[src/design/sce_pkg.sv]
// package: state codes, role encoding and bit-level constants for the state code encoder
package sce_pkg;

	// reported state codes, all multiples of eight
	localparam logic [7:0] SC_BUS_ERR = 8'h00;
	localparam logic [7:0] SC_START = 8'h08;
	localparam logic [7:0] SC_RSTART = 8'h10;
	localparam logic [7:0] SC_MT_AW_ACK = 8'h18;
	localparam logic [7:0] SC_MT_AW_NACK = 8'h20;
	localparam logic [7:0] SC_MT_D_ACK = 8'h28;
	localparam logic [7:0] SC_MT_D_NACK = 8'h30;
	localparam logic [7:0] SC_ARB_LOST = 8'h38;
	localparam logic [7:0] SC_MR_AR_ACK = 8'h40;
	localparam logic [7:0] SC_MR_AR_NACK = 8'h48;
	localparam logic [7:0] SC_MR_D_ACK = 8'h50;
	localparam logic [7:0] SC_MR_D_NACK = 8'h58;
	localparam logic [7:0] SC_SR_OWN = 8'h60;
	localparam logic [7:0] SC_SR_OWN_ARB = 8'h68;
	localparam logic [7:0] SC_SR_GC = 8'h70;
	localparam logic [7:0] SC_SR_GC_ARB = 8'h78;
	localparam logic [7:0] SC_SR_OWN_D_ACK = 8'h80;
	localparam logic [7:0] SC_SR_OWN_D_NACK = 8'h88;
	localparam logic [7:0] SC_SR_GC_D_ACK = 8'h90;
	localparam logic [7:0] SC_SR_GC_D_NACK = 8'h98;
	localparam logic [7:0] SC_SLV_STOP = 8'ha0;
	localparam logic [7:0] SC_ST_OWN = 8'ha8;
	localparam logic [7:0] SC_ST_OWN_ARB = 8'hb0;
	localparam logic [7:0] SC_ST_D_ACK = 8'hb8;
	localparam logic [7:0] SC_ST_D_NACK = 8'hc0;
	localparam logic [7:0] SC_ST_LAST_ACK = 8'hc8;
	localparam logic [7:0] SC_TIMEOUT = 8'hd0;
	localparam logic [7:0] SC_IDLE = 8'hf8;

	// bit slot counter: slots 0..7 are data, slot 8 is the acknowledge
	localparam logic [3:0] BIT_ZERO = 4'h0;
	localparam logic [3:0] BIT_ONE = 4'h1;
	localparam logic [3:0] BIT_ACK = 4'h8;

	// general call address
	localparam logic [6:0] GC_ADDR = 7'h00;

	// clock-high timeout: limit is the inverted rate setting with TMO_SCALE one bits appended below it
	localparam int TMO_SCALE = 4;
	localparam int TMO_W = 8 + TMO_SCALE;

	// bus role of this device, one-hot
	typedef enum logic [6:0] {
		ROLE_IDLE = 7'h01,
		ROLE_ADDR = 7'h02,
		ROLE_MTX = 7'h04,
		ROLE_MRX = 7'h08,
		ROLE_SRXO = 7'h10,
		ROLE_SRXG = 7'h20,
		ROLE_STX = 7'h40
	} sce_role_t;

endpackage

[src/design/sce_state_code_encoder.sv]
// module: two-wire bus state code encoder with serial event flag
//
// Operation
// bus error 0x00, idle bus 0xf8
// master start 0x08, repeated start 0x10
// master address write: ack 0x18, nack 0x20
// master data sent: ack 0x28, nack 0x30
// arbitration lost 0x38; addressed after: 0x68/0xb0/0x78
// master address read: ack 0x40, nack 0x48
// master data received: ack 0x50, nack 0x58
// own address write acknowledged: 0x60
// general call acknowledged: 0x70
// own slave data: ack 0x80, nack 0x88
// general call data: ack 0x90, nack 0x98
// stop or restart while addressed: 0xa0
// own address read acknowledged: 0xa8
// slave sent: 0xb8, 0xc0, last acked 0xc8
// slave clock-high timeout when enabled: 0xd0
// code eight bits, low three bits zero
// software reads code only with flag set
// code loads with flag, held until change; the idle code 0xf8 loads at a stop without the flag
`timescale 1ns/1ps
module sce_state_code_encoder (
	input wire logic sys_clk_in,
	input wire logic sys_rst_in,
	input wire logic scl_in,
	input wire logic sda_in,
	input wire logic master_mode_in,
	input wire logic arb_lost_in,
	input wire logic event_clear_in,
	input wire logic acknowledge_setting_in,
	input wire logic general_call_enable_in,
	input wire logic clock_high_timeout_enable_in,
	input wire logic [6:0] own_address_in,
	input wire logic [7:0] clock_rate_setting_in,
	output logic [7:0] bus_state_code_register_out,
	output logic serial_event_flag_out
);

	////////////////////////////////////////////////////////////////////////////////
	// helpers

	// choose the acknowledged or not-acknowledged code
	function automatic logic [7:0] pick(input logic ack, input logic [7:0] a, input logic [7:0] n);
		return ack ? a : n;
	endfunction

	// true while this device is an addressed slave
	function automatic logic is_slave(input sce_pkg::sce_role_t r);
		return (r == sce_pkg::ROLE_SRXO) || (r == sce_pkg::ROLE_SRXG) || (r == sce_pkg::ROLE_STX);
	endfunction

	////////////////////////////////////////////////////////////////////////////////
	// pin sampling and bus condition detection

	logic [1:0] pins_s; // synchronised clock and data lines
	logic scl_s; // synchronised clock line
	logic sda_s; // synchronised data line
	logic scl_p_q; // clock line one cycle earlier
	logic sda_p_q; // data line one cycle earlier
	logic tmo; // clock line stayed high too long

	sce_sync #(
		.W(2)
	) u_sync (
		.sys_clk_in(sys_clk_in),
		.sys_rst_in(sys_rst_in),
		.async_in({scl_in, sda_in}),
		.sync_out(pins_s)
	);

	assign scl_s = pins_s[1];
	assign sda_s = pins_s[0];

	sce_tmo u_tmo (
		.sys_clk_in(sys_clk_in),
		.sys_rst_in(sys_rst_in),
		.scl_high_in(scl_s),
		.enable_in(clock_high_timeout_enable_in),
		.rate_in(clock_rate_setting_in),
		.tmo_out(tmo)
	);

	// previous line levels for edge detection
	always_ff @(posedge sys_clk_in) begin
		if (sys_rst_in) begin
			scl_p_q <= 1'b1;
			sda_p_q <= 1'b1;
		end else begin
			scl_p_q <= scl_s;
			sda_p_q <= sda_s;
		end
	end

	logic start_w; // data falls while clock high
	logic stop_w; // data rises while clock high
	logic rise_w; // clock rising edge
	logic fall_w; // clock falling edge that closes a bit slot
	logic rise_seen_q; // a rising edge since the last fall or condition
	logic bit_v_q; // data level sampled at the rising edge
	logic [3:0] cnt_q; // bit slot within the current byte
	logic [7:0] sh_q; // byte shifted in from the bus
	logic byte_done_w; // acknowledge slot has just closed
	logic ack_w; // acknowledge seen in that slot

	assign start_w = scl_s && scl_p_q && sda_p_q && !sda_s;
	assign stop_w = scl_s && scl_p_q && !sda_p_q && sda_s;
	assign rise_w = scl_s && !scl_p_q;
	// the fall right after a start has no rising edge before it and is not a bit
	assign fall_w = !scl_s && scl_p_q && rise_seen_q;
	assign byte_done_w = fall_w && (cnt_q == sce_pkg::BIT_ACK);
	assign ack_w = !bit_v_q;

	// sample data on the rising edge
	always_ff @(posedge sys_clk_in) begin
		if (sys_rst_in) begin
			bit_v_q <= 1'b1;
			rise_seen_q <= 1'b0;
		end else begin
			if (rise_w) begin
				bit_v_q <= sda_s;
			end
			if (rise_w) begin
				rise_seen_q <= 1'b1;
			end else if (fall_w || start_w || stop_w) begin
				rise_seen_q <= 1'b0;
			end
		end
	end

	// bits count on the falling edge, so a condition inside a slot is not a bit
	always_ff @(posedge sys_clk_in) begin
		if (sys_rst_in || start_w || stop_w) begin
			cnt_q <= sce_pkg::BIT_ZERO;
		end else if (byte_done_w) begin
			cnt_q <= sce_pkg::BIT_ZERO;
		end else if (fall_w) begin
			cnt_q <= cnt_q + sce_pkg::BIT_ONE;
		end
	end

	// shift register for data slots only
	always_ff @(posedge sys_clk_in) begin
		if (sys_rst_in) begin
			sh_q <= '0;
		end else if (fall_w && (cnt_q != sce_pkg::BIT_ACK)) begin
			sh_q <= {sh_q[6:0], bit_v_q};
		end
	end

	////////////////////////////////////////////////////////////////////////////////
	// transfer bookkeeping

	sce_pkg::sce_role_t role_q; // current role on the bus
	sce_pkg::sce_role_t role_d;
	logic busy_q; // a start was seen and no stop since
	logic mstr_q; // this device issued the last start
	logic arb_q; // arbitration lost during the address byte

	always_ff @(posedge sys_clk_in) begin
		if (sys_rst_in) begin
			busy_q <= 1'b0;
			mstr_q <= 1'b0;
		end else if (start_w) begin
			busy_q <= 1'b1;
			mstr_q <= master_mode_in;
		end else if (stop_w) begin
			busy_q <= 1'b0;
			mstr_q <= 1'b0;
		end
	end

	// loss during the address byte is held until the acknowledge slot decides
	always_ff @(posedge sys_clk_in) begin
		if (sys_rst_in || start_w || stop_w || byte_done_w) begin
			arb_q <= 1'b0;
		end else if (arb_lost_in && (role_q == sce_pkg::ROLE_ADDR) && mstr_q) begin
			arb_q <= 1'b1;
		end
	end

	////////////////////////////////////////////////////////////////////////////////
	// state code selection; conditions win over bytes, bytes over the timer

	logic ld; // new state reached: load code and raise the flag
	logic idle_ld; // bus went idle: load the idle code quietly
	logic [7:0] ld_code; // code to load
	logic own_m; // address byte names this device
	logic gc_m; // address byte is an enabled general call

	assign own_m = sh_q[7:1] == own_address_in;
	assign gc_m = (sh_q[7:1] == sce_pkg::GC_ADDR) && !sh_q[0] && general_call_enable_in;

	always_comb begin
		ld = 1'b0;
		idle_ld = 1'b0;
		ld_code = bus_state_code_register_out;
		role_d = role_q;
		if (start_w) begin
			role_d = sce_pkg::ROLE_ADDR;
			if (cnt_q != sce_pkg::BIT_ZERO) begin
				ld = 1'b1;
				ld_code = sce_pkg::SC_BUS_ERR;
				role_d = sce_pkg::ROLE_IDLE;
			end else if (is_slave(role_q)) begin
				ld = 1'b1;
				ld_code = sce_pkg::SC_SLV_STOP;
			end else if (master_mode_in) begin
				ld = 1'b1;
				ld_code = busy_q ? sce_pkg::SC_RSTART : sce_pkg::SC_START;
			end
		end else if (stop_w) begin
			role_d = sce_pkg::ROLE_IDLE;
			if (cnt_q != sce_pkg::BIT_ZERO) begin
				ld = 1'b1;
				ld_code = sce_pkg::SC_BUS_ERR;
			end else if (is_slave(role_q)) begin
				ld = 1'b1;
				ld_code = sce_pkg::SC_SLV_STOP;
			end else begin
				idle_ld = 1'b1;
				ld_code = sce_pkg::SC_IDLE;
			end
		end else if (arb_lost_in && ((role_q == sce_pkg::ROLE_MTX) || (role_q == sce_pkg::ROLE_MRX))) begin
			ld = 1'b1;
			ld_code = sce_pkg::SC_ARB_LOST;
			role_d = sce_pkg::ROLE_IDLE;
		end else if (byte_done_w) begin
			case (role_q)
				sce_pkg::ROLE_ADDR: begin
					role_d = sce_pkg::ROLE_IDLE;
					if (mstr_q && !arb_q) begin
						ld = 1'b1;
						if (sh_q[0]) begin
							role_d = sce_pkg::ROLE_MRX;
							ld_code = pick(ack_w, sce_pkg::SC_MR_AR_ACK, sce_pkg::SC_MR_AR_NACK);
						end else begin
							role_d = sce_pkg::ROLE_MTX;
							ld_code = pick(ack_w, sce_pkg::SC_MT_AW_ACK, sce_pkg::SC_MT_AW_NACK);
						end
					end else if (own_m && ack_w) begin
						ld = 1'b1;
						if (sh_q[0]) begin
							role_d = sce_pkg::ROLE_STX;
							ld_code = arb_q ? sce_pkg::SC_ST_OWN_ARB : sce_pkg::SC_ST_OWN;
						end else begin
							role_d = sce_pkg::ROLE_SRXO;
							ld_code = arb_q ? sce_pkg::SC_SR_OWN_ARB : sce_pkg::SC_SR_OWN;
						end
					end else if (gc_m && ack_w) begin
						ld = 1'b1;
						role_d = sce_pkg::ROLE_SRXG;
						ld_code = arb_q ? sce_pkg::SC_SR_GC_ARB : sce_pkg::SC_SR_GC;
					end else if (arb_q) begin
						ld = 1'b1;
						ld_code = sce_pkg::SC_ARB_LOST;
					end
				end
				sce_pkg::ROLE_MTX: begin
					ld = 1'b1;
					ld_code = pick(ack_w, sce_pkg::SC_MT_D_ACK, sce_pkg::SC_MT_D_NACK);
				end
				sce_pkg::ROLE_MRX: begin
					ld = 1'b1;
					ld_code = pick(ack_w, sce_pkg::SC_MR_D_ACK, sce_pkg::SC_MR_D_NACK);
				end
				sce_pkg::ROLE_SRXO: begin
					ld = 1'b1;
					ld_code = pick(ack_w, sce_pkg::SC_SR_OWN_D_ACK, sce_pkg::SC_SR_OWN_D_NACK);
				end
				sce_pkg::ROLE_SRXG: begin
					ld = 1'b1;
					ld_code = pick(ack_w, sce_pkg::SC_SR_GC_D_ACK, sce_pkg::SC_SR_GC_D_NACK);
				end
				sce_pkg::ROLE_STX: begin
					ld = 1'b1;
					// a byte sent with the acknowledge setting cleared was meant to be the last
					ld_code = !ack_w ? sce_pkg::SC_ST_D_NACK :
						(acknowledge_setting_in ? sce_pkg::SC_ST_D_ACK : sce_pkg::SC_ST_LAST_ACK);
				end
				default: begin
					role_d = role_q;
				end
			endcase
		end else if (tmo && is_slave(role_q)) begin
			ld = 1'b1;
			ld_code = sce_pkg::SC_TIMEOUT;
			role_d = sce_pkg::ROLE_IDLE;
		end
	end

	////////////////////////////////////////////////////////////////////////////////
	// state registers

	// role follows the selection every cycle
	always_ff @(posedge sys_clk_in) begin
		if (sys_rst_in) begin
			role_q <= sce_pkg::ROLE_IDLE;
		end else begin
			role_q <= role_d;
		end
	end

	// code is loaded in the same cycle the flag rises, or quietly with the idle code at a stop, and held otherwise
	always_ff @(posedge sys_clk_in) begin
		if (sys_rst_in) begin
			bus_state_code_register_out <= sce_pkg::SC_IDLE;
		end else if (ld || idle_ld) begin
			bus_state_code_register_out <= ld_code;
		end
	end

	// a new event in the clearing cycle wins so it is never lost
	always_ff @(posedge sys_clk_in) begin
		if (sys_rst_in) begin
			serial_event_flag_out <= 1'b0;
		end else if (ld) begin
			serial_event_flag_out <= 1'b1;
		end else if (event_clear_in) begin
			serial_event_flag_out <= 1'b0;
		end
	end

	////////////////////////////////////////////////////////////////////////////////
	// checks

	property p_low_bits_zero;
		@(posedge sys_clk_in) disable iff (sys_rst_in)
		serial_event_flag_out |-> (bus_state_code_register_out[2:0] == 3'h0);
	endproperty
	a_low_bits_zero: assert property (p_low_bits_zero) else $error("code low bits nonzero");

	property p_load_with_flag;
		@(posedge sys_clk_in) disable iff (sys_rst_in)
		ld |=> serial_event_flag_out && (bus_state_code_register_out == $past(ld_code));
	endproperty
	a_load_with_flag: assert property (p_load_with_flag) else $error("code not loaded with flag");

	property p_hold;
		@(posedge sys_clk_in) disable iff (sys_rst_in)
		!ld && !idle_ld |=> $stable(bus_state_code_register_out);
	endproperty
	a_hold: assert property (p_hold) else $error("code changed without event");

	property p_bus_err;
		@(posedge sys_clk_in) disable iff (sys_rst_in)
		(start_w || stop_w) && (cnt_q != sce_pkg::BIT_ZERO)
			|=> (bus_state_code_register_out == sce_pkg::SC_BUS_ERR) && serial_event_flag_out;
	endproperty
	a_bus_err: assert property (p_bus_err) else $error("bus error not reported");

	property p_start;
		@(posedge sys_clk_in) disable iff (sys_rst_in)
		start_w && master_mode_in && !busy_q && !is_slave(role_q) && (cnt_q == sce_pkg::BIT_ZERO)
			|=> bus_state_code_register_out == sce_pkg::SC_START;
	endproperty
	a_start: assert property (p_start) else $error("start code wrong");

	property p_slave_stop;
		@(posedge sys_clk_in) disable iff (sys_rst_in)
		stop_w && is_slave(role_q) && (cnt_q == sce_pkg::BIT_ZERO)
			|=> (bus_state_code_register_out == sce_pkg::SC_SLV_STOP) && (role_q == sce_pkg::ROLE_IDLE);
	endproperty
	a_slave_stop: assert property (p_slave_stop) else $error("slave stop code wrong");

	property p_mt_addr;
		@(posedge sys_clk_in) disable iff (sys_rst_in)
		byte_done_w && (role_q == sce_pkg::ROLE_ADDR) && mstr_q && !arb_q && !sh_q[0]
			|=> (bus_state_code_register_out == ($past(ack_w) ? sce_pkg::SC_MT_AW_ACK : sce_pkg::SC_MT_AW_NACK))
			&& (role_q == sce_pkg::ROLE_MTX);
	endproperty
	a_mt_addr: assert property (p_mt_addr) else $error("master write address code wrong");

	property p_arb;
		@(posedge sys_clk_in) disable iff (sys_rst_in)
		arb_lost_in && !start_w && !stop_w && (role_q == sce_pkg::ROLE_MTX)
			|=> (bus_state_code_register_out == sce_pkg::SC_ARB_LOST) && (role_q == sce_pkg::ROLE_IDLE);
	endproperty
	a_arb: assert property (p_arb) else $error("arbitration loss not reported");

	property p_st_last;
		@(posedge sys_clk_in) disable iff (sys_rst_in)
		byte_done_w && !start_w && !stop_w && (role_q == sce_pkg::ROLE_STX) && ack_w && !acknowledge_setting_in
			|=> bus_state_code_register_out == sce_pkg::SC_ST_LAST_ACK;
	endproperty
	a_st_last: assert property (p_st_last) else $error("last byte code wrong");

	property p_timeout;
		@(posedge sys_clk_in) disable iff (sys_rst_in)
		tmo && is_slave(role_q) && !start_w && !stop_w && !byte_done_w && !arb_lost_in
			|=> (bus_state_code_register_out == sce_pkg::SC_TIMEOUT) && serial_event_flag_out;
	endproperty
	a_timeout: assert property (p_timeout) else $error("timeout code wrong");

endmodule // sce_state_code_encoder

[src/design/sce_sync.sv]
// module: two flip-flop synchroniser for the bus pins
`timescale 1ns/1ps
module sce_sync #(
	parameter int W = 2
) (
	input wire logic sys_clk_in,
	input wire logic sys_rst_in,
	input wire logic [W-1:0] async_in,
	output logic [W-1:0] sync_out
);

	// first stage, read only by the second stage
	logic [W-1:0] meta_q;

	////////////////////////////////////////////////////////////////////////////////
	// both stages reset high: an idle two-wire bus floats high
	always_ff @(posedge sys_clk_in) begin
		if (sys_rst_in) begin
			meta_q <= '1;
			sync_out <= '1;
		end else begin
			meta_q <= async_in;
			sync_out <= meta_q;
		end
	end

endmodule // sce_sync

[src/design/sce_tmo.sv]
// module: clock line high timer for the slave timeout
`timescale 1ns/1ps
module sce_tmo (
	input wire logic sys_clk_in,
	input wire logic sys_rst_in,
	input wire logic scl_high_in,
	input wire logic enable_in,
	input wire logic [7:0] rate_in,
	output logic tmo_out
);

	logic [sce_pkg::TMO_W-1:0] cnt_q; // cycles the clock line has stayed high
	logic fired_q; // one pulse per high phase
	logic [sce_pkg::TMO_W-1:0] lim; // limit in system clock cycles

	// a larger rate setting means a shorter allowed high time
	assign lim = {~rate_in, {sce_pkg::TMO_SCALE{1'b1}}};

	////////////////////////////////////////////////////////////////////////////////
	// counter saturates at the limit so a stuck line does not wrap and refire
	always_ff @(posedge sys_clk_in) begin
		if (sys_rst_in || !scl_high_in || !enable_in) begin
			cnt_q <= '0;
		end else if (cnt_q != lim) begin
			cnt_q <= cnt_q + 1'b1;
		end
	end

	// single pulse when the limit is reached
	always_ff @(posedge sys_clk_in) begin
		if (sys_rst_in || !scl_high_in || !enable_in) begin
			tmo_out <= 1'b0;
			fired_q <= 1'b0;
		end else begin
			tmo_out <= (cnt_q == lim) && !fired_q;
			if (cnt_q == lim) begin
				fired_q <= 1'b1;
			end
		end
	end

endmodule // sce_tmo

[config.mk]
export PLATFORM = sky130hd
export DESIGN_NAME = sce_state_code_encoder
export DESIGN_NICKNAME = d
export VERILOG_FILES = /design/src/design/sce_pkg.sv /design/src/design/sce_state_code_encoder.sv /design/src/design/sce_sync.sv /design/src/design/sce_tmo.sv
export SDC_FILE = /design/constraint.sdc
export NUM_CORES = 1
export LEC_CHECK = 0
export CELL_PAD_IN_SITES_DETAIL_PLACEMENT = 0
export CELL_PAD_IN_SITES_GLOBAL_PLACEMENT = 1
export CORE_MARGIN = 2
export CORE_UTILIZATION = 47
export DETAILED_ROUTE_END_ITERATION = 16
export DONT_BUFFER_PORTS = 1
export PLACE_DENSITY_LB_ADDON = 0.1
export RECOVER_POWER = 25
export SLEW_MARGIN = 40
export SYNTH_ARGS = -nofsm -noshare
export SYNTH_HDL_FRONTEND = slang
export SYNTH_SLANG_ARGS = --single-unit
[constraint.sdc]
create_clock -name sys_clk_in -period 2.56 [get_ports sys_clk_in]
set_input_delay 0.128 -clock sys_clk_in [delete_from_list [all_inputs] [get_ports sys_clk_in]]
set_output_delay 0.128 -clock sys_clk_in [all_outputs]
set_load 0.005 [all_outputs]
==> results of run 1 <==
-- power by group --
group / total, uW / switching [uW] / internal (uW)
clock network: 451 / 262 / 188
logic: 109 / 61.7 / 46.8
registers: 804 / 12.5 / 792
total: 1360 / 337 / 1030
-- final timing paths --
path | start | end | slack [ps] | cells after the start
hold reg to reg | u_sync.meta_q[0]$_SDFF_PP1_ | u_sync.sync_out[0]$_SDFF_PP1_ | 430 | 1
setup / recovery | sh_q[5]$_SDFFE_PP0P_ | bus_state_code_register_out[5]$_SDFFE_PP1P_ | 320 | 6
setup reg to reg | sh_q[5]$_SDFFE_PP0P_ | bus_state_code_register_out[5]$_SDFFE_PP1P_ | 320 | 6
hold / removal | event_clear_in | serial_event_flag_out$_SDFFE_PP0P_ | 20 | 2
-- timing repair --
item	CTS	global route
hold buffers	5	0
setup buffers	0	0
endpoints found under the hold margin	26	0
-- per-stage QoR --
step                      utilization (%)  total power (uW)  area (um2)  instances
after floorplan                         -               902        2860        342
after global placement               49.6               918        2920        407
after detailed placement             49.6               917        2920        407
after CTS                            51.8              1370        3050        419
after global routing                 51.7              1430        3040        419
final                                51.7              1360        3040        419
-- cell families after synthesis --
family,count (synthesis),share of synthesized area [%]
XOR/XNOR,31,9.53
other,1,0.132
flip-flops,50,35.1
AO/OA/AOI/OAI,67,17.3
AND/OR/NAND/NOR,146,27.4
buffers and inverters,31,5.05
multiplexers,8,2.86
adder cells (fa/ha/maj),6,2.64
-- registers in the layout, indices dropped and copies added (netlist names), 2 cells and up --
name and flops:
u_sync.meta_q 2, bus_state_code_register_out 5, cnt_q 4, sh_q 8, u_tmo.cnt_q 12, u_sync.sync_out 2, role_q 7
-- layout by cell type (no fill, tap or decap), types with 6 or more instances in the layout --
master and instances:
sky130_fd_sc_hd__dfxtp_1 50, sky130_fd_sc_hd__nor2_1 38, sky130_fd_sc_hd__nand2_1 26, sky130_fd_sc_hd__xor2_1 22, sky130_fd_sc_hd__nand3_1 18, sky130_fd_sc_hd__a21oi_1 18
sky130_fd_sc_hd__inv_1 12, sky130_fd_sc_hd__o21ai_0 12, sky130_fd_sc_hd__xnor2_1 9, sky130_fd_sc_hd__buf_4 9, sky130_fd_sc_hd__nor3_1 8, sky130_fd_sc_hd__mux2i_1 7
sky130_fd_sc_hd__or2_2 6, sky130_fd_sc_hd__ha_1 6
-- metal layers --
| layer | global-route usage, % | vias to the layer above | part of all wire [%] |
|---|---|---|---|
| met4 | 7.33 | 0 | 1.5 |
| met1 | 30.9 | 1130 | 51 |
| met2 | 31.8 | 38 | 43 |
| met3 | 4.73 | 8 | 4.3 |
| li1 | - | 1210 | - |
| met5 | 0 | - | 0 |
-- area by class of cell --
| type | instances | area [um2] | share of cell area (%) |
|---|---|---|---|
| Timing Repair Buffer | 14 | 113 | 3.70 |
| Inverter | 12 | 45.0 | 1.48 |
| Clock inverter | 1 | 7.51 | 0.247 |
| Multi-Input combinational cell | 261 | 1710 | 56.2 |
| Clock buffer | 6 | 72.6 | 2.38 |
| Tap cell | 75 | 93.8 | 3.08 |
| Sequential cell | 50 | 1000 | 32.9 |
==> flow_metrics.py, run 1 <==
metrics = {
    "synthesis": {
        "ys_dominant_reg_cell": "sky130_fd_sc_hd__dfxtp_1",
        "synth_enable_flop_cells": 0,
        "synth_top_cell_by_area": "sky130_fd_sc_hd__dfxtp_1",
        "post_synthesis_area_per_instance_um2": 8.38,
        "syn-instance-count": 340,
        "post_synth_num_cell_types": 60,
        "synth_async_sr_flop_share_pct": 0,
        "synth.most_common_cell": "sky130_fd_sc_hd__dfxtp_1",
        "ff_latch_count_synth": 50,
        "yosys.area.top_type_share_pct": 35.1,
        "synth.yosys.seq_area_share_pct": 35.1,
        "synth_warnings": 0,
        "synth_common_cells": "sky130_fd_sc_hd__dfxtp_1 (50), sky130_fd_sc_hd__nor2_1 (38), sky130_fd_sc_hd__nand2_1 (26)",
        "synth.area.top_cells": "sky130_fd_sc_hd__dfxtp_1 (35%), sky130_fd_sc_hd__xor2_1 (6.8%), sky130_fd_sc_hd__nor2_1 (5.0%), sky130_fd_sc_hd__nand2_1 (3.4%), sky130_fd_sc_hd__a21oi_1 (3.2%)",
        "mappedNetlistArea_um2": 2850,
    },
    "final_layout": {
        "finalNetCount": 375,
        "drive_above_1_share_pct": 10.5,
        "antenna_cells_inserted": 0,
        "area_growth_from_synthesis_to_final_layout_pct": 6.85,
        "num-fill-cells": 599,
    },
    "detailed_routing": {
        "drcViolationCount": 0,
        "drt-wirelength-per-cell_um": 15.8,
        "first_iter_violations": 122,
        "routed_wl_um": 6630,
        "vias_per_cell": 5.69,
        "detailed_routing_iterations_pass_1": 4,
        "route.antenna.remaining_nets": 0,
        "num_vias": 2386,
    },
    "cts": {
        "htree_num_levels": 2,
        "worstSkewPairLatency_ps": 310,
        "cts_root_buffer": "sky130_fd_sc_hd__clkbuf_8",
        "clkSlewWorstSetupHoldPaths_ps": 90,
        "clkSinkCount": 50,
        "ctsResizeCount": 0,
        "cts_tree": "built",
        "cts_buffers": 5,
        "ctsLongestPathBuffers": 2,
    },
    "worst_setup_path": {
        "crit_path_max_incr_delay_ps": 480,
        "cp_cell_sequence": "xor2_1 -> nor4_2 -> a2111oi_0 -> o211a_1 -> nor2_1 -> mux2i_1",
        "crit_fanout": 5,
        "timing.critical_path.from_type": "flop",
        "cp.required_ps": 2790,
        "delay_heaviest_family_cp": "simple AND/OR/NAND/NOR gates",
        "cell_type_of_the_slowest_stage_on_the_worst_timing_path": "sky130_fd_sc_hd__nor4_2",
        "worst_ep_arrival_time_ps": 2480,
        "setup.worst_path.class": "flop to flop",
        "end_kind": "flop",
        "crit_path_buf_inv_count": 0,
    },
    "sta": {
        "worst_slew_pin_slew_ps": 611,
        "slew_violations": 0,
        "skew_ps": 8.06,
        "report.final.hold_viol_count": 0,
        "max_freq_mhz": 446,
        "finalSetupViolCount": 0,
        "timing.hold.ws_ps": 16.2,
        "fin_crit_sh_pct": 87.6,
        "setup_ws_ps": 317,
        "max_slew_margin_pct": 58.9,
        "layout_min_cycle_time_ps": 2240,
        "grt_setup_unrepaired": "false",
        "setup_tns_ps": 0,
    },
    "status": {
        "status": "finished clean",
    },
    "floorplanning": {
        "fp.dieH_um": 81.8,
        "fp-row-count": 28,
        "fp.dieW_um": 81.8,
        "overall_die_area_um2": 6700,
        "ios": 34,
        "design.core.area_um2": 5890,
        "start_util_pct": 48.4,
    },
    "global_routing": {
        "gr-total-overflow": 0,
        "total_routing_resource_utilization_after_global_routing_pct": 21.6,
        "grt_max_degree": 26,
        "grt_first_pass_wirelength_um": 11000,
        "antenna_found_initial": 0,
        "grt_pass1_vias": 2219,
    },
    "placed_design": {
        "post-place-ws_ps": 353,
        "post-dp-hpwl_um": 4770,
        "count_of_buffers_from_port_buffering": 0,
        "globalplace.congestion": 0.788,
    },
    "power": {
        "power-per-cell-area_nw_per_um2": 448,
        "peakVddDrop_mv": 0.277,
        "leakagePower_uw": 0.00114,
    },
    "hold_path": {
        "hold_path.class": "input pin to flop",
    },
    "run": {
        "drv_cap": 0,
    },
}
No activity file was read; power rests on OpenSTA's default activity.
==> run 2: changes to the inputs <==
Settings changed: ABC_AREA set to 1, CORE_UTILIZATION 47 to 45.
==> run 2 against run 1 <==
  * Sequential share of layout area down 2.9 points
  * Non-clock buffer count down 7
  * Routed wire length up 6.8%
  * First-iteration DRC count down 24%
  * Sequential cell count unchanged
  * Worst setup slack better by 410 ps
  * Sequential power up 2%
  * Via count up 19%
  * Critical path depth up 5
  * Largest power group unchanged
==> flow_metrics.py, run 2 <==
metrics = {
    "final_layout": {
        "area_growth_from_synthesis_to_final_layout_pct": 7.07,
        "layout.cells.most_common_list": "sky130_fd_sc_hd__nand2_1 (141), sky130_fd_sc_hd__inv_1 (58), sky130_fd_sc_hd__dfxtp_1 (50), sky130_fd_sc_hd__nor2_1 (49), sky130_fd_sc_hd__a21oi_1 (39)",
        "top_regs": "u_tmo.cnt_q: 12 flops, sh_q: 8 flops, role_q: 7 flops",
        "antenna_cells_inserted": 0,
        "max_flop_register": "u_tmo.cnt_q",
        "postLayoutCoreUtil_pct": 49.4,
        "finalNetCount": 523,
        "num-fill-cells": 729,
        "layout.cells.most_common": "sky130_fd_sc_hd__nand2_1",
        "multi_input_area_um2": 1800,
        "final-seq-area_um2": 1000,
        "drive_above_1_share_pct": 12.0,
        "design_area_um2": 3330,
        "flip_flop_count_of_the_largest_register_after_layout": 12,
    },
    "power": {
        "peakVddDrop_mv": 0.276,
        "power-per-cell-area_nw_per_um2": 436,
        "leakagePower_uw": 0.00154,
        "power_uw": 1450,
    },
    "detailed_routing": {
        "drcViolationCount": 0,
        "num_vias": 2846,
        "drt-wirelength-per-cell_um": 12.4,
        "route.antenna.remaining_nets": 0,
        "vias_per_cell": 4.97,
        "first_iter_violations": 93,
        "routed_wl_um": 7090,
        "detailed_routing_iterations_pass_1": 4,
    },
    "worst_setup_path": {
        "end_kind": "flop",
        "crit_path_max_incr_delay_ps": 340,
        "setup.worst_path.class": "flop to flop",
        "timing.critical_path.from_type": "flop",
        "cp_cell_sequence": "inv_1 -> ha_1 -> nand2_1 -> nor2_1 -> nand2_4 -> clkinv_2 -> nand2_4 -> o21ai_4 -> inv_2 -> nor2_1 -> nor3_2",
        "cp.required_ps": 2730,
        "crit_fanout": 9,
        "worst_ep_arrival_time_ps": 2010,
        "cell_type_of_the_slowest_stage_on_the_worst_timing_path": "sky130_fd_sc_hd__dfxtp_1",
    },
    "sta": {
        "worst_slew_pin_slew_ps": 662,
        "grt_setup_unrepaired": "false",
        "skew_ps": 5.73,
        "fin_crit_sh_pct": 71.7,
        "layout_min_cycle_time_ps": 1840,
        "max_slew_margin_pct": 55.7,
        "report.final.hold_viol_count": 0,
        "slew_violations": 0,
        "max_freq_mhz": 545,
        "finalSetupViolCount": 0,
        "setup_tns_ps": 0,
    },
    "hold_path": {
        "hold_path.class": "input pin to flop",
    },
    "global_routing": {
        "grt_pass1_vias": 2711,
        "grt_max_degree": 17,
        "antenna_found_initial": 0,
        "grt_first_pass_wirelength_um": 12100,
        "gr-total-overflow": 0,
        "total_routing_resource_utilization_after_global_routing_pct": 20.5,
    },
    "cts": {
        "htree_num_levels": 2,
        "clkSinkCount": 50,
        "cts_tree": "built",
        "worstSkewPairLatency_ps": 310,
        "cts_root_buffer": "sky130_fd_sc_hd__clkbuf_8",
        "postCtsSetupRepairBufs": 0,
        "cts_buffers": 5,
        "clkSlewWorstSetupHoldPaths_ps": 90,
        "ctsLongestPathBuffers": 2,
    },
    "synthesis": {
        "ff_latch_count_synth": 50,
        "synth.most_common_cell": "sky130_fd_sc_hd__nand2_1",
        "synth_async_sr_flop_share_pct": 0,
        "synth_top_cell_by_area": "sky130_fd_sc_hd__dfxtp_1",
        "ys_dominant_reg_cell": "sky130_fd_sc_hd__dfxtp_1",
        "syn-instance-count": 484,
        "mappedNetlistArea_um2": 3110,
        "yosys.area.top_type_share_pct": 32.1,
        "synth_warnings": 0,
        "synth.area.top_cells": "sky130_fd_sc_hd__dfxtp_1 (32%), sky130_fd_sc_hd__nand2_1 (17%), sky130_fd_sc_hd__inv_1 (6.9%), sky130_fd_sc_hd__a21oi_1 (6.3%), sky130_fd_sc_hd__nor2_1 (5.9%)",
        "synth_common_cells": "sky130_fd_sc_hd__nand2_1 (141), sky130_fd_sc_hd__inv_1 (57), sky130_fd_sc_hd__dfxtp_1 (50)",
        "synth_enable_flop_cells": 0,
        "post_synthesis_area_per_instance_um2": 6.43,
        "synth.yosys.seq_area_share_pct": 32.1,
        "post_synth_num_cell_types": 39,
    },
    "floorplanning": {
        "ios": 34,
        "fp.dieH_um": 87.2,
        "design.core.area_um2": 6760,
        "fp-row-count": 30,
        "fp.dieW_um": 87.2,
        "overall_die_area_um2": 7600,
        "start_util_pct": 46.1,
    },
    "placed_design": {
        "count_of_buffers_from_port_buffering": 0,
        "post-dp-hpwl_um": 5630,
        "globalplace.congestion": 0.946,
        "postPlaceCellArea_um2": 3190,
    },
    "run": {
        "drv_cap": 0,
    },
    "status": {
        "status": "finished clean",
    },
}
==> run 2: cell count changes after synthesis, sizes merged, moves of 5 or more <==
| cell | change |
|---|---|
| nand2 | +124 |
| nor3 | +9 |
| inv | +60 |
| buf | -6 |
| or3 | -5 |
| o21ai | +8 |
| a21oi | +20 |
| clkbuf | -5 |
| o31ai | -5 |
| xnor2 | -5 |
| mux2i | -7 |
| nand3 | +5 |
| xor2 | -16 |
| nor2 | +19 |
==> run 2: repair_timing <==
action | 4_1_cts | 5_1_grt
hold buffers | 5 | 0
endpoints found under the hold margin | 16 | 0
endpoints found under the setup margin | 0 | 0
gates resized for setup | 0 | 0
==> run 2: cell families after synthesis <==
kind of cell / count (synthesis) / synth area share [%]
compound gates: 65 / 11.5
xor+xnor: 10 / 2.81
fa+ha+maj: 6 / 2.41
buf+inv: 81 / 10.2
flops: 50 / 32.1
other cells: 1 / 0.120
simple gates: 271 / 40.8
==> run 2: final timing paths <==
check	startpoint	to	slack [ps]	depth (start not counted)
max reg2reg	cnt_q[0]$_SDFFE_PP0P_	role_q[5]$_SDFFE_PP0P_	720	11
max	cnt_q[0]$_SDFFE_PP0P_	role_q[5]$_SDFFE_PP0P_	720	11
min	master_mode_in	mstr_q$_SDFFE_PP0P_	60	2
min reg2reg	u_sync.meta_q[0]$_SDFF_PP1_	u_sync.sync_out[0]$_SDFF_PP1_	410	1
==> run 2: layer usage <==
metal  vias to the layer above  track usage, %  part of all wire (%)
met3                        10            4.55                   4.3
met1                      1244            23.7                    45
li1                       1546               -                     -
met2                        46            36.5                    48
met4                         0            8.25                   1.9
met5                         -               0                     0
==> run 2: critical path, delay by kind of cell, from the launching register on <==
kind	cells	cell delay, ps
and+or+nand+nor	6	620
adders and majority gates	1	170
AOI/OAI and AO/OA	1	260
buffers and inverters	3	300
DFF	1	340
==> run 2: stage by stage <==
stage                     setup slack (ps)  hold WS [ps]  instances
after floorplan                        908           232        486
after global placement                 796           205        560
after detailed placement               746           208        560
after CTS                              710          39.7        573
after global routing                   504          94.7        573
final                                  725          56.0        573
==> run 2: final cells by class <==
cell class,count,share of cell area (%)
repair buffers,7,1.95
flip-flops and latches,50,30.0
inverters,73,8.26
clock inverters,3,0.638
clock buffers,5,2.06
multi-input cells,355,54.1
well taps,80,3.00
==> run 2: report_power, final <==
| group | total [uW] | internal (uW) | switching (uW) | leakage [uW] |
|---|---|---|---|---|
| Sequential | 819 | 801 | 18.4 | 0.000406 |
| Clock | 466 | 192 | 273 | 0.0000441 |
| Combinational | 168 | 60.4 | 108 | 0.00109 |
==> run 3: changes to the inputs <==
Clock period 2.56 ns to 1.7 ns, I/O delays scaled along.
==> run 3 against run 2 <==
  * The run now ends with negative hold slack left
  * Count of clock-buffer cells in the layout did not move
  * Worst hold slack got worse by 220 ps
  * Non-clock buffer count rose by 25
  * Global-route usage rose by 0.21 points
  * Critical path depth rose by 1
  * Critical path type unchanged
  * Critical endpoint is now bus_state_code_register_out[5]$_SDFFE_PP1P_
==> flow_metrics.py, run 3 (synthesis gave the netlist of run 2 again) <==
metrics = {
    "status": {
        "status": "finished with violations",
        "failed_checks": "negative hold slack",
    },
    "detailed_routing": {
        "vias_per_cell": 5.01,
        "num_vias": 2994,
        "drcViolationCount": 0,
        "route.antenna.remaining_nets": 0,
        "first_iter_violations": 120,
        "routed_wl_um": 7530,
        "detailed_routing_iterations_pass_1": 4,
        "drt-wirelength-per-cell_um": 12.6,
    },
    "worst_setup_path": {
        "worst_ep_arrival_time_ps": 1820,
        "crit_fanout": 6,
        "setup.worst_path.class": "flop to flop",
        "end_kind": "flop",
        "timing.critical_path.from_type": "flop",
        "cp.required_ps": 1890,
        "timing.reg2reg.worst_path_depth": 12,
    },
    "cts": {
        "clkSinkCount": 50,
        "htree_num_levels": 2,
        "ctsLongestPathBuffers": 2,
        "cts_hold_repair.buffers": 6,
        "clkSlewWorstSetupHoldPaths_ps": 90,
        "cts_buffers": 5,
        "cts_root_buffer": "sky130_fd_sc_hd__clkbuf_8",
        "cts_tree": "built",
        "worstSkewPairLatency_ps": 310,
    },
    "final_layout": {
        "postLayoutCoreUtil_pct": 55.5,
        "flip_flop_count_of_the_largest_register_after_layout": 12,
        "layout.cells.most_common_list": "sky130_fd_sc_hd__nand2_1 (131), sky130_fd_sc_hd__inv_1 (52), sky130_fd_sc_hd__dfxtp_1 (39), sky130_fd_sc_hd__nor2_1 (38), sky130_fd_sc_hd__a21oi_1 (36)",
        "instances_no_fill": 598,
        "multi_input_area_um2": 1950,
        "antenna_cells_inserted": 0,
        "top_regs": "u_tmo.cnt_q: 12 flops, sh_q: 8 flops, role_q: 7 flops",
        "area_growth_from_synthesis_to_final_layout_pct": 20.5,
        "drive_above_1_share_pct": 25.1,
        "finalNetCount": 548,
        "max_flop_register": "u_tmo.cnt_q",
        "layout.cells.most_common": "sky130_fd_sc_hd__nand2_1",
        "num-fill-cells": 707,
        "final-seq-area_um2": 1020,
    },
    "global_routing": {
        "antenna_found_initial": 0,
        "grt_max_degree": 19,
        "grt_first_pass_wirelength_um": 12400,
        "gr-total-overflow": 0,
        "total_routing_resource_utilization_after_global_routing_pct": 20.7,
        "grt_pass1_vias": 2845,
    },
    "power": {
        "power-per-cell-area_nw_per_um2": 635,
        "peakVddDrop_mv": 0.334,
        "leakagePower_uw": 0.00168,
    },
    "sta": {
        "max_freq_mhz": 615,
        "layout_min_cycle_time_ps": 1630,
        "finalSetupViolCount": 0,
        "timing.hold.ws_ps": -161,
        "report.final.hold_viol_count": 15,
        "worst_slew_pin_slew_ps": 542,
        "grt_setup_unrepaired": "true",
        "fin_crit_sh_pct": 95.6,
        "slew_violations": 0,
        "skew_ps": 4.51,
        "max_slew_margin_pct": 63.8,
    },
    "floorplanning": {
        "start_util_pct": 46.1,
        "fp.dieW_um": 87.2,
        "design.core.area_um2": 6760,
        "fp-row-count": 30,
        "ios": 34,
        "overall_die_area_um2": 7600,
        "fp.dieH_um": 87.2,
    },
    "hold_path": {
        "worst_hold_depth": 1,
        "hold_path.class": "input pin to flop",
    },
    "run": {
        "drv_cap": 0,
    },
    "placed_design": {
        "count_of_buffers_from_port_buffering": 0,
        "dp.cells": 579,
        "post-dp-hpwl_um": 5810,
        "globalplace.congestion": 0.935,
    },
}
==> run 3: changes by cell type in the layout (fill, tap and decap cells not counted), moves of 4 or more <==
cell	before	now
sky130_fd_sc_hd__nand2_2	4	12
sky130_fd_sc_hd__nand2_1	141	131
sky130_fd_sc_hd__nor2_1	49	38
sky130_fd_sc_hd__inv_1	58	52
sky130_fd_sc_hd__nor2_2	5	10
sky130_fd_sc_hd__dfxtp_2	0	9
sky130_fd_sc_hd__dfxtp_1	50	39
sky130_fd_sc_hd__buf_4	2	23
sky130_fd_sc_hd__inv_4	0	4
sky130_fd_sc_hd__nor2_4	3	9
==> run 3: through the flow <==
| stage | hold WS, ps | TNS (ps) | cell area [um2] | worst slack (ps) | power (uW) |
|---|---|---|---|---|---|
| floorplan | 189 | 0 | 3120 | 48.3 | 1460 |
| global placement | 162 | 0 | 3350 | 12.5 | 1520 |
| detailed placement | 165 | -173 | 3350 | -75.0 | 1520 |
| CTS | -168 | 0 | 3550 | 1.45 | 2380 |
| global route | -184 | -405 | 3750 | -57.3 | 2490 |
| finish | -161 | 0 | 3750 | 74.9 | 2380 |
==> run 3: worst paths after layout <==
| check | from | end | slack [ps] |
|---|---|---|---|
| hold reg to reg | u_tmo.fired_q$_SDFFE_PP0N_ | u_tmo.tmo_out$_SDFF_PP0_ | 430 |
| setup / recovery | role_q[4]$_SDFFE_PP0P_ | bus_state_code_register_out[5]$_SDFFE_PP1P_ | 70 |
| hold / removal | sys_rst_in | role_q[4]$_SDFFE_PP0P_ | -160 |
| setup reg to reg | role_q[4]$_SDFFE_PP0P_ | bus_state_code_register_out[5]$_SDFFE_PP1P_ | 70 |
==> run 3: final cells by class <==
class	instances	share of cell area (%)
timing repair buffer	32	7.57
clock inverter	3	1.20
inverter	73	7.57
sequential	50	27.2
multi-input combinational	355	52.0
tap	80	2.67
clock buffer	5	1.83
==> run 3: where the power goes <==
part	switching, uW	internal [uW]
Clock	417	438
Sequential	27.4	1200
Combinational	177	118
Total	622	1760
==> run 3: repair_timing <==
| action | 4_1_cts | 5_1_grt |
|---|---|---|
| buffers inserted | 1 | 4 |
| endpoints found under the setup margin | 15 | 25 |
| hold endpoints to repair | 18 | 15 |
| pin swaps | 2 | 22 |
| gates resized for setup | 7 | 57 |
==> run 3: metal layers <==
layer	global-route usage, %	vias to the layer above	wire (um)
li1	-	1592	-
met1	23.9	1361	3320
met2	38.7	33	3880
met3	4.36	8	227
met4	5.03	0	102
met5	0	-	0
==> run 3: critical path, stage by stage (launching register included) <==
cell	delay (ps)
sky130_fd_sc_hd__dfxtp_2	350
sky130_fd_sc_hd__inv_1	60
sky130_fd_sc_hd__nand2_2	70
sky130_fd_sc_hd__nor2_4	200
sky130_fd_sc_hd__inv_2	70
sky130_fd_sc_hd__nor2_4	170
sky130_fd_sc_hd__inv_2	70
sky130_fd_sc_hd__nor2_2	110
sky130_fd_sc_hd__nand3_2	100
sky130_fd_sc_hd__nand4_4	120
sky130_fd_sc_hd__inv_2	70
sky130_fd_sc_hd__nand2_1	60
sky130_fd_sc_hd__nand3_1	60
